$ cat src/smi_pkg.sv
// Purpose: Shared constants and types for the shift/move/indirect unit
// Assumes: 8-bit data path, 7-bit file index, 16-bit pointers
// Notes: APB byte offsets, command fields, reset values
package smi_pkg;

	// APB register byte offsets
	localparam logic [7:0] ADDR_CMD = 8'h00;
	localparam logic [7:0] ADDR_WORK = 8'h04;
	localparam logic [7:0] ADDR_STATUS = 8'h08;
	localparam logic [7:0] ADDR_PTR0 = 8'h0c;
	localparam logic [7:0] ADDR_PTR1 = 8'h10;
	localparam logic [7:0] ADDR_FADDR = 8'h14;
	localparam logic [7:0] ADDR_FDATA = 8'h18;

	// Command word fields
	localparam int CMD_OP_LSB = 0;
	localparam int CMD_D_BIT = 2;
	localparam int CMD_F_LSB = 3;
	localparam int CMD_N_BIT = 10;
	localparam int CMD_MODE_LSB = 11;
	localparam int CMD_REL_BIT = 13;
	localparam int CMD_K_LSB = 14;
	localparam int CMD_W = 20;

	// Status fields
	localparam int STAT_C_BIT = 0;
	localparam int STAT_Z_BIT = 1;

	// Reset values
	localparam logic [7:0] WORK_RST = 8'h00;
	localparam logic [15:0] PTR_RST = 16'h0000;
	localparam logic [7:0] FILE_RST = 8'h00;
	localparam logic [19:0] CMD_RST = 20'h00000;

	// File space
	localparam int FILE_DEPTH = 128;
	localparam logic [6:0] IND0_ADDR = 7'h00;
	localparam logic [6:0] IND1_ADDR = 7'h01;

	// Opcode field codes
	localparam logic [1:0] OPC_LSL = 2'h0;
	localparam logic [1:0] OPC_LSR = 2'h1;
	localparam logic [1:0] OPC_MOV = 2'h2;
	localparam logic [1:0] OPC_LD = 2'h3;

	// Pointer update mode codes
	localparam logic [1:0] MODE_PREINC = 2'h0;
	localparam logic [1:0] MODE_PREDEC = 2'h1;
	localparam logic [1:0] MODE_POSTINC = 2'h2;
	localparam logic [1:0] MODE_POSTDEC = 2'h3;

	typedef enum logic [3:0] {
		LOGICAL_SHIFT_LEFT_OP = 4'b0001,
		LOGICAL_SHIFT_RIGHT_OP = 4'b0010,
		REGISTER_MOVE_OP = 4'b0100,
		INDIRECT_LOAD_OP = 4'b1000
	} smi_op_t;

endpackage

$ cat src/smi_alu_if.sv
// Purpose: Carrier between the core and its shift/move unit
// Assumes: Purely combinational exchange
// Notes: Core drives operation and operand
`timescale 1ns/10ps
`default_nettype none
interface smi_alu_if;
	import smi_pkg::*;
	smi_op_t op;
	logic [7:0] src;
	logic [7:0] res;
	logic carry;
	logic carry_we;
	logic zero;
	modport core (output op, output src, input res, input carry,
		input carry_we, input zero);
	modport alu (input op, input src, output res, output carry,
		output carry_we, output zero);
endinterface
`default_nettype wire

$ cat src/smi_core.sv
// Purpose: Shift, move and indirect load execution with APB access
// Assumes: APB master on pclk; one command per APB write
// Notes: Indirect addresses mirror onto the 128-byte file space
//
// Implementation choices: the APB register port and the register offsets.
`timescale 1ns/10ps
`default_nettype none
module smi_core
	import smi_pkg::*;
(
	// Clock and reset
	input wire logic pclk,
	input wire logic presetn,
	// APB slave
	input wire logic psel,
	input wire logic penable,
	input wire logic pwrite,
	input wire logic [7:0] paddr,
	input wire logic [31:0] pwdata,
	output logic [31:0] prdata,
	output logic pready,
	output logic pslverr,
	// Core state
	output logic [7:0] work_out,
	output logic carry_out,
	output logic zero_out
);

	logic [7:0] work_reg;
	logic carry_reg;
	logic zero_reg;
	logic [15:0] ptr0_reg;
	logic [15:0] ptr1_reg;
	logic [6:0] faddr_reg;
	logic [CMD_W-1:0] cmd_reg;
	logic [7:0] file_mem [FILE_DEPTH];
	logic [31:0] prdata_reg;
	logic pready_reg;
	logic pslverr_reg;

	logic wr_en;
	logic cmd_wr;
	logic [CMD_W-1:0] cmd_in;
	smi_op_t op;
	logic dest_file;
	logic [6:0] f_idx;
	logic [7:0] src_val;
	logic [15:0] sel_ptr;
	logic [15:0] ptr_upd;
	logic [15:0] ea;
	logic [7:0] ld_data;
	logic [31:0] rd_val;
	logic rd_hit;
	logic is_shift;
	logic is_mov;
	logic is_ld;

	smi_alu_if alu_bus();

	smi_alu smi_alu_inst (
		.bus(alu_bus.alu)
	);

	function automatic smi_op_t decode_op(input logic [1:0] code);
		case (code)
			OPC_LSL: decode_op = LOGICAL_SHIFT_LEFT_OP;
			OPC_LSR: decode_op = LOGICAL_SHIFT_RIGHT_OP;
			OPC_MOV: decode_op = REGISTER_MOVE_OP;
			default: decode_op = INDIRECT_LOAD_OP;
		endcase
	endfunction

	// Indirect names redirect through a pointer; their own cells still hold data reached by pointer or file window
	function automatic logic [6:0] resolve(input logic [6:0] f,
		input logic [15:0] p0, input logic [15:0] p1);
		if (f == IND0_ADDR)
			resolve = p0[6:0];
		else if (f == IND1_ADDR)
			resolve = p1[6:0];
		else
			resolve = f;
	endfunction

	assign wr_en = psel && penable && pwrite && pready_reg;
	assign cmd_wr = wr_en && (paddr == ADDR_CMD);
	assign cmd_in = pwdata[CMD_W-1:0];
	assign alu_bus.op = op;
	assign alu_bus.src = src_val;

	// Decode and operand fetch for the command arriving this cycle
	always_comb
	begin
		op = decode_op(cmd_in[CMD_OP_LSB +: 2]);
		dest_file = cmd_in[CMD_D_BIT];
		is_shift = cmd_wr && (op == LOGICAL_SHIFT_LEFT_OP ||
			op == LOGICAL_SHIFT_RIGHT_OP);
		is_mov = cmd_wr && (op == REGISTER_MOVE_OP);
		is_ld = cmd_wr && (op == INDIRECT_LOAD_OP);
		f_idx = resolve(cmd_in[CMD_F_LSB +: 7], ptr0_reg, ptr1_reg);
		src_val = file_mem[f_idx];
		sel_ptr = cmd_in[CMD_N_BIT] ? ptr1_reg : ptr0_reg;
		case (cmd_in[CMD_MODE_LSB +: 2])
			MODE_PREINC:
			begin
				ptr_upd = sel_ptr + 16'h0001;
				ea = ptr_upd;
			end
			MODE_PREDEC:
			begin
				ptr_upd = sel_ptr - 16'h0001;
				ea = ptr_upd;
			end
			MODE_POSTINC:
			begin
				ptr_upd = sel_ptr + 16'h0001;
				ea = sel_ptr;
			end
			default:
			begin
				ptr_upd = sel_ptr - 16'h0001;
				ea = sel_ptr;
			end
		endcase
		if (cmd_in[CMD_REL_BIT])
		begin
			ea = sel_ptr + {{10{cmd_in[CMD_K_LSB + 5]}},
				cmd_in[CMD_K_LSB +: 6]};
			ptr_upd = sel_ptr;
		end
		// Only low bits reach the file space; upper bits are ignored
		ld_data = file_mem[ea[6:0]];
	end

	// Work register
	always_ff @(posedge pclk or negedge presetn)
	begin
		if (!presetn)
			work_reg <= WORK_RST;
		else if (wr_en && paddr == ADDR_WORK)
			work_reg <= pwdata[7:0];
		else if (is_ld)
			work_reg <= ld_data;
		else if ((is_shift || is_mov) && !dest_file)
			work_reg <= alu_bus.res;
	end

	// File space storage
	always_ff @(posedge pclk or negedge presetn)
	begin
		if (!presetn)
		begin
			for (int i = 0; i < FILE_DEPTH; i++)
				file_mem[i] <= FILE_RST;
		end
		else if (wr_en && paddr == ADDR_FDATA)
			file_mem[faddr_reg] <= pwdata[7:0];
		else if ((is_shift || is_mov) && dest_file)
			file_mem[f_idx] <= alu_bus.res;
	end

	// Status flags
	always_ff @(posedge pclk or negedge presetn)
	begin
		if (!presetn)
		begin
			carry_reg <= 1'b0;
			zero_reg <= 1'b0;
		end
		else if (wr_en && paddr == ADDR_STATUS)
		begin
			carry_reg <= pwdata[STAT_C_BIT];
			zero_reg <= pwdata[STAT_Z_BIT];
		end
		else if (is_shift || is_mov)
		begin
			if (alu_bus.carry_we)
				carry_reg <= alu_bus.carry;
			zero_reg <= alu_bus.zero;
		end
		else if (is_ld)
			zero_reg <= (ld_data == 8'h00);
	end

	// Pointers
	always_ff @(posedge pclk or negedge presetn)
	begin
		if (!presetn)
		begin
			ptr0_reg <= PTR_RST;
			ptr1_reg <= PTR_RST;
		end
		else if (wr_en && paddr == ADDR_PTR0)
			ptr0_reg <= pwdata[15:0];
		else if (wr_en && paddr == ADDR_PTR1)
			ptr1_reg <= pwdata[15:0];
		else if (is_ld && !cmd_in[CMD_N_BIT])
			ptr0_reg <= ptr_upd;
		else if (is_ld && cmd_in[CMD_N_BIT])
			ptr1_reg <= ptr_upd;
	end

	// Last command and file window address
	always_ff @(posedge pclk or negedge presetn)
	begin
		if (!presetn)
		begin
			cmd_reg <= CMD_RST;
			faddr_reg <= 7'h00;
		end
		else if (cmd_wr)
			cmd_reg <= cmd_in;
		else if (wr_en && paddr == ADDR_FADDR)
			faddr_reg <= pwdata[6:0];
	end

	// Read mux
	always_comb
	begin
		rd_val = 32'h00000000;
		rd_hit = 1'b1;
		case (paddr)
			ADDR_CMD: rd_val = {12'h000, cmd_reg};
			ADDR_WORK: rd_val = {24'h000000, work_reg};
			ADDR_STATUS: rd_val = {30'h0, zero_reg, carry_reg};
			ADDR_PTR0: rd_val = {16'h0000, ptr0_reg};
			ADDR_PTR1: rd_val = {16'h0000, ptr1_reg};
			ADDR_FADDR: rd_val = {25'h0, faddr_reg};
			ADDR_FDATA: rd_val = {24'h000000, file_mem[faddr_reg]};
			default: rd_hit = 1'b0;
		endcase
	end

	// APB answer: ready in the first access cycle, data latched at setup
	always_ff @(posedge pclk or negedge presetn)
	begin
		if (!presetn)
		begin
			pready_reg <= 1'b0;
			pslverr_reg <= 1'b0;
			prdata_reg <= 32'h00000000;
		end
		else if (psel && !penable)
		begin
			pready_reg <= 1'b1;
			pslverr_reg <= !rd_hit;
			prdata_reg <= pwrite ? 32'h00000000 : rd_val;
		end
		else
		begin
			pready_reg <= 1'b0;
			pslverr_reg <= 1'b0;
			prdata_reg <= 32'h00000000;
		end
	end

	assign prdata = prdata_reg;
	assign pready = pready_reg;
	assign pslverr = pslverr_reg;
	assign work_out = work_reg;
	assign carry_out = carry_reg;
	assign zero_out = zero_reg;

	logic src_b7;
	logic src_b0;
	assign src_b7 = src_val[7];
	assign src_b0 = src_val[0];
endmodule
`default_nettype wire

$ cat src/smi_alu.sv
// Purpose: Shift and move result, carry and zero generation
// Assumes: Operand already resolved to a file location
// Notes: Combinational only
`timescale 1ns/10ps
`default_nettype none
module smi_alu
	import smi_pkg::*;
(
	// Core side
	smi_alu_if.alu bus
);

	always_comb
	begin
		bus.res = bus.src;
		bus.carry = 1'b0;
		bus.carry_we = 1'b0;
		case (bus.op)
			LOGICAL_SHIFT_LEFT_OP:
			begin
				bus.res = {bus.src[6:0], 1'b0};
				bus.carry = bus.src[7];
				bus.carry_we = 1'b1;
			end
			LOGICAL_SHIFT_RIGHT_OP:
			begin
				bus.res = {1'b0, bus.src[7:1]};
				bus.carry = bus.src[0];
				bus.carry_we = 1'b1;
			end
			REGISTER_MOVE_OP:
			begin
				bus.res = bus.src;
			end
			default:
			begin
				bus.res = bus.src;
			end
		endcase
		bus.zero = (bus.res == 8'h00);
	end

endmodule
`default_nettype wire

$ cat config.mk
export PLATFORM = sky130hd
export DESIGN_NAME = smi_core
export DESIGN_NICKNAME = d
export VERILOG_FILES = /design/src/smi_pkg.sv /design/src/smi_alu_if.sv /design/src/smi_core.sv /design/src/smi_alu.sv
export SDC_FILE = /design/constraint.sdc
export NUM_CORES = 2
export LEC_CHECK = 0
export ABC_AREA = 1
export ABC_CLOCK_PERIOD_IN_PS = 3400
export BUFFER_PORTS_ARGS = -buffer_cell sky130_fd_sc_hd__clkbuf_2
export CAP_MARGIN = 20
export CORE_MARGIN = 2
export CORE_UTILIZATION = 59
export DETAILED_ROUTE_END_ITERATION = 16
export PLACE_DENSITY = 0.78
export SLEW_MARGIN = 20
export SYNTH_ARGS = -nofsm -noshare
export SYNTH_HDL_FRONTEND = slang
export SYNTH_SLANG_ARGS = --single-unit
$ cat constraint.sdc
create_clock -name pclk -period 3.4 [get_ports pclk]
set_clock_uncertainty 0.05 [all_clocks]
set_input_delay 0.34 -clock pclk [delete_from_list [all_inputs] [get_ports pclk]]
set_output_delay 0.34 -clock pclk [all_outputs]
set_load 0.01 [all_outputs]
==> impl_metrics.ini, run 1 <==
[run_status]
status = stopped before the end
haltStage = global routing (5_1_grt)
stop_error = [ERROR GRT-0232] Routing congestion too high. Check the congestion heatmap in the GUI.

[die]
start_util_pct = 59.6
num_io_pins = 89
chipWidth_microns = 377
rows = 136
die_y_microns = 377

[yosys]
synth-async-reset-ratio_pct = 100
syn_area_per_cell_sq_um = 6.62
ys_types = 56
synth_area_sq_um = 82200
synth-edff-count = 0
synth_seq_cells = 1115
synth_warnings = 0
synth_cells = 12400
ys.flop_type = dfrtp_1
ys_seq_area_share_pct = 33.9

[global_routing]
grt_usage_pct = 75.7
grt_max_degree = 94
globalRoute.totalOverflow = 1

[clock_tree]
cts-root-buf = clkbuf_16
numCtsBuffers = 136
htree_num_levels = 4
cts.sinks = 1115
cts.path.max_buffers = 3

[placement]
port_buffers = 64
dp_hpwl_mm = 340
routabilityCongestion = 1.28
-- per-stage QoR --
step / utilization [%] / worst slack, ps / hold slack (ps) / area (sq um) / std cells
4_1_cts: 76.6 / -368 / 1.98 / 106000 / 15400
3_5_place_dp: 69.8 / -1070 / 322 / 96200 / 14900
2_1_floorplan: - / 0.555 / -5.59 / 82200 / 12400
3_3_place_gp: 69.8 / -1070 / 317 / 96200 / 14900
-- synth_stat cells, types with 5 or more instances --
master | count | area share (%)
a211oi_1 | 5 | 0.046
a21oi_1 | 1230 | 7.5
a21oi_2 | 6 | 0.064
a221oi_1 | 52 | 0.55
a22oi_1 | 951 | 8.7
a31oi_1 | 11 | 0.084
buf_1 | 62 | 0.28
buf_2 | 189 | 1.2
buf_4 | 41 | 0.37
buf_6 | 56 | 0.77
clkbuf_1 | 612 | 2.8
clkinv_1 | 19 | 0.087
dfrtp_1 | 1115 | 34
ha_1 | 8 | 0.12
inv_1 | 1206 | 5.5
inv_2 | 54 | 0.25
nand2_1 | 3534 | 16
nand2_2 | 8 | 0.061
nand3_1 | 440 | 2.7
nand3_2 | 8 | 0.097
nand4_1 | 40 | 0.30
nor2_1 | 691 | 3.2
nor2_2 | 59 | 0.45
nor2_4 | 16 | 0.22
nor3_1 | 48 | 0.29
o2111ai_1 | 37 | 0.39
o211ai_1 | 307 | 2.8
o21ai_0 | 914 | 5.6
o21ai_1 | 168 | 1.0
o221ai_1 | 54 | 0.58
o22ai_1 | 347 | 2.6
o41ai_1 | 71 | 0.76
xor2_1 | 20 | 0.21
-- timing repair --
item / CTS
resized for setup: 559
cloned: 53
endpoints found under the setup margin: 1039
hold buffers: 17
setup buffers: 116
pin swaps: 111
endpoints found under the hold margin: 179
-- routing by layer --
layer  overflow  track usage [%]
met1          0             77.7
met2          0             90.4
met3          1             60.4
met4          0             73.1
met5          0             34.4
-- cell families after synthesis --
group | Yosys count | share of synthesized area [%]
xor+xnor | 23 | 0.245
compound gates | 4177 | 30.9
flops | 1115 | 33.9
fa+ha+maj | 9 | 0.146
simple gates | 4855 | 23.5
other cells | 1 | 0.00456
buf+inv | 2241 | 11.2
==> run 2, diff against run 1 <==
--- a/config.mk
+++ b/config.mk
@@ -6,13 +6,13 @@
 export NUM_CORES = 2
 export LEC_CHECK = 0
 export ABC_AREA = 1
-export ABC_CLOCK_PERIOD_IN_PS = 3400
+export ABC_CLOCK_PERIOD_IN_PS = 4420
 export BUFFER_PORTS_ARGS = -buffer_cell sky130_fd_sc_hd__clkbuf_2
 export CAP_MARGIN = 20
 export CORE_MARGIN = 2
-export CORE_UTILIZATION = 59
+export CORE_UTILIZATION = 40
 export DETAILED_ROUTE_END_ITERATION = 16
-export PLACE_DENSITY = 0.78
+export PLACE_DENSITY_LB_ADDON = 0.15
 export SLEW_MARGIN = 20
 export SYNTH_ARGS = -nofsm -noshare
 export SYNTH_HDL_FRONTEND = slang
==> constraint.sdc (replaced) <==
create_clock -name pclk -period 4.42 [get_ports pclk]
set_clock_uncertainty 0.05 [all_clocks]
set_input_delay 0.442 -clock pclk [delete_from_list [all_inputs] [get_ports pclk]]
set_output_delay 0.442 -clock pclk [all_outputs]
set_load 0.01 [all_outputs]
==> run 2 against run 1 <==
Against the previous run: the flow now finishes, with violations (negative setup slack); area after synthesis did not move; synthesized cell count did not move.
==> impl_metrics.ini, run 2 <==
[timing]
rsz0062_at_grt = yes
relSlewSlack_pct = 20.8
worst_slack_ps = -100
setup_viol = 25
finalCriticalPeriod_ps = 4520
finalHoldViolCount = 0
drv_slew = 0
tightest_slew_ps = 1180
tns_ps = -627
fmax_mhz = 221
whs_ps = 33.1
finalCritPeriodShare_pct = 102

[clock_tree]
htree_num_levels = 4
cts_tree = done
cts.path.max_buffers = 3
cts.reportedPaths.clkPinSlew_ps = 60
worstSkewPairLatency_ps = 860
cts.sinks = 1115
numCtsBuffers = 148
cts-root-buf = clkbuf_16

[critical_path]
cp_max_fo = 20
crit_top_cell = nand2_1
cp_slowest_cell = nor2_4
worstSetupPathType = register to register
slowest_delay_ps = 700
worstSetupEndpointType = register
crit_family = simple AND/OR/NAND/NOR gates
cp.arrival_ps = 5170
worstSetupStartpointType = register
crit_buf_inv = 9
required_ps = 5070

[routing]
wire_per_inst_microns = 32.9
routed_via_density = 6.49
dr.pass1.iters = 7
drtIter0Drc = 15500
drc = 0
wl_mm = 521
vias = 103000
ant_nets = 0

[yosys]
synth-edff-count = 0
synth_top_area_share_pct = 33.9
ys.flop_type = dfrtp_1
synth_warnings = 0
synth_top_area_cell = dfrtp_1
syn_area_per_cell_sq_um = 6.62
synth-async-reset-ratio_pct = 100
ys_seq_area_share_pct = 33.9
synth.top_cells.by_area = dfrtp_1 (34%), nand2_1 (16%), a22oi_1 (8.7%), a21oi_1 (7.5%), o21ai_0 (5.6%)
synth_seq_cells = 1115
ys_types = 56
synth_cells = 12400
synth_most_common_cell = nand2_1
synth_area_sq_um = 82200
ys_top_cells_by_count = nand2_1 (3,534), a21oi_1 (1,230), inv_1 (1,206), dfrtp_1 (1,115), a22oi_1 (951)

[power]
p_clk_share_pct = 44.5
p_seq_share_pct = 34.4
switching_share_pct = 33.3
p_int_w = 0.0198
power_w = 0.0297
p_switching_w = 0.00991
power.density_nw_per_um2 = 295
ir_worst_vdd_mv = 0.414
p_leak_nw = 45.5
power_frac_comb_pct = 21.1

[finish]
largest_register_ffs = 1024
filler_cell_count = 20700
final_cell_mix = nand2_1 (3,520), a21oi_1 (1,229), inv_1 (1,198)
fin_nets = 13100
layout_commonest_cell = nand2_1
fin_area_sq_um = 101000
drive_above_1_share_pct = 14.3
syn_to_final_growth_pct = 22.5

[die]
coreArea_sq_um = 204000
rows = 166
num_io_pins = 89
start_util_pct = 40.2
chipWidth_microns = 457
dieArea_sq_um = 209000
die_y_microns = 457

[placement]
routabilityCongestion = 1.06
placed_cell_area_sq_um = 95000
port_buffers = 64
dp_hpwl_mm = 369

[global_routing]
first_global_vias = 95000
grt_pass1_wl_mm = 724
grt_usage_pct = 48.1
globalRoute.totalOverflow = 0
grt_antenna_before_repair = 36
grt_max_degree = 122

[worst_hold_path]
hold_path_class = primary input to register

[run_status]
violations = negative setup slack
status = finished, violations left

[run]
cap_violations = 0
## run 2: area by class of cell
cell class | count | area, sq um | area share [%]
tap | 2688 | 3360 | 3.34
sequential | 1115 | 27900 | 27.7
inverter | 1281 | 4870 | 4.84
clock buffer | 212 | 4330 | 4.30
clock inverter | 51 | 831 | 0.825
timing repair buffer | 1401 | 13800 | 13.7
multi-input combinational | 9076 | 45600 | 45.3
antenna | 7 | 17.5 | 0.0174
## run 2: metrics by stage
stage          instances  util [%]  setup WS, ps
2_1_floorplan      12400         -           909
3_3_place_gp       15500      46.5          -685
3_5_place_dp       15500      46.5          -668
4_1_cts            15800      49.1          6.48
5_1_grt            15800      49.3         -65.2
6_report           15800      49.3          -100
## run 2: final timing paths
check                                 start       endpoint  slack, ps  cells after the start
min in group asynchronous           presetn     cmd_reg[8]        130                      2
worst min-delay path             pwdata[13]   ptr1_reg[13]         30                      4
worst min register to register  cmd_reg[16]    cmd_reg[16]        420                      2
max in group asynchronous           presetn  file_mem[630]       2820                      3
worst max-delay path            ptr1_reg[2]  file_mem[611]       -100                     25
worst max register to register  ptr1_reg[2]  file_mem[611]       -100                     25
## run 2: timing repair
action                     in CTS  in global routing
pin swaps                       1                  2
hold buffers                   17                  0
hold endpoints to repair      102                  0
resized for setup              10                 29
setup buffers                   1                  0
gates cloned                    0                  2
setup endpoints to repair     399                337
## run 2: routing by layer
metal / GRT usage, % / up-vias / wire, microns / share of wire [%]
met5: 0 / - / 157 / 0.030
met4: 33.7 / 24 / 45400 / 8.7
met3: 13.9 / 1896 / 67600 / 13
met2: 69.4 / 7840 / 213000 / 41
met1: 61.5 / 49400 / 195000 / 38
li1: - / 43600 / - / -
## run 2: cells by family after synthesis
group / after synthesis / synth area share [%]
and+or+nand+nor: 4855 / 23.5
AOI/OAI and AO/OA: 4177 / 30.9
buffers and inverters: 2241 / 11.2
DFF: 1115 / 33.9
xor gates and xnor gates: 23 / 0.245
adders and majority gates: 9 / 0.146
other: 1 / 0.00456
## run 2: worst reg2reg max path: stages, from the launching register on
cell and delay, ps:
dfrtp_1 410, nand3_1 100, nand2_1 90, nand2_2 80, buf_12 170, nor2_4 710, buf_4 300, buf_4 180
nand2_1 70, nand2_1 60, nor2_1 50, buf_4 150, nor2_1 320, buf_4 210, nor2_1 50, nand2_1 70
nor2_2 80, nand4_1 100, buf_4 160, nand2_1 80, nand3_2 170, inv_6 100, buf_16 200, buf_12 240
nand2_1 120, a22oi_1 90
## run 2: power by group through the flow
stage | Sequential, W | Combinational (W) | Clock (W)
after floorplan | 0.0104 | 0.00234 | 0
after global placement | 0.0104 | 0.00587 | 0
after detailed placement | 0.0104 | 0.00588 | 0
after CTS | 0.0102 | 0.00591 | 0.0133
after global routing | 0.0102 | 0.00634 | 0.0136
final | 0.0102 | 0.00628 | 0.0132
(Power assumes the default switching activity.)
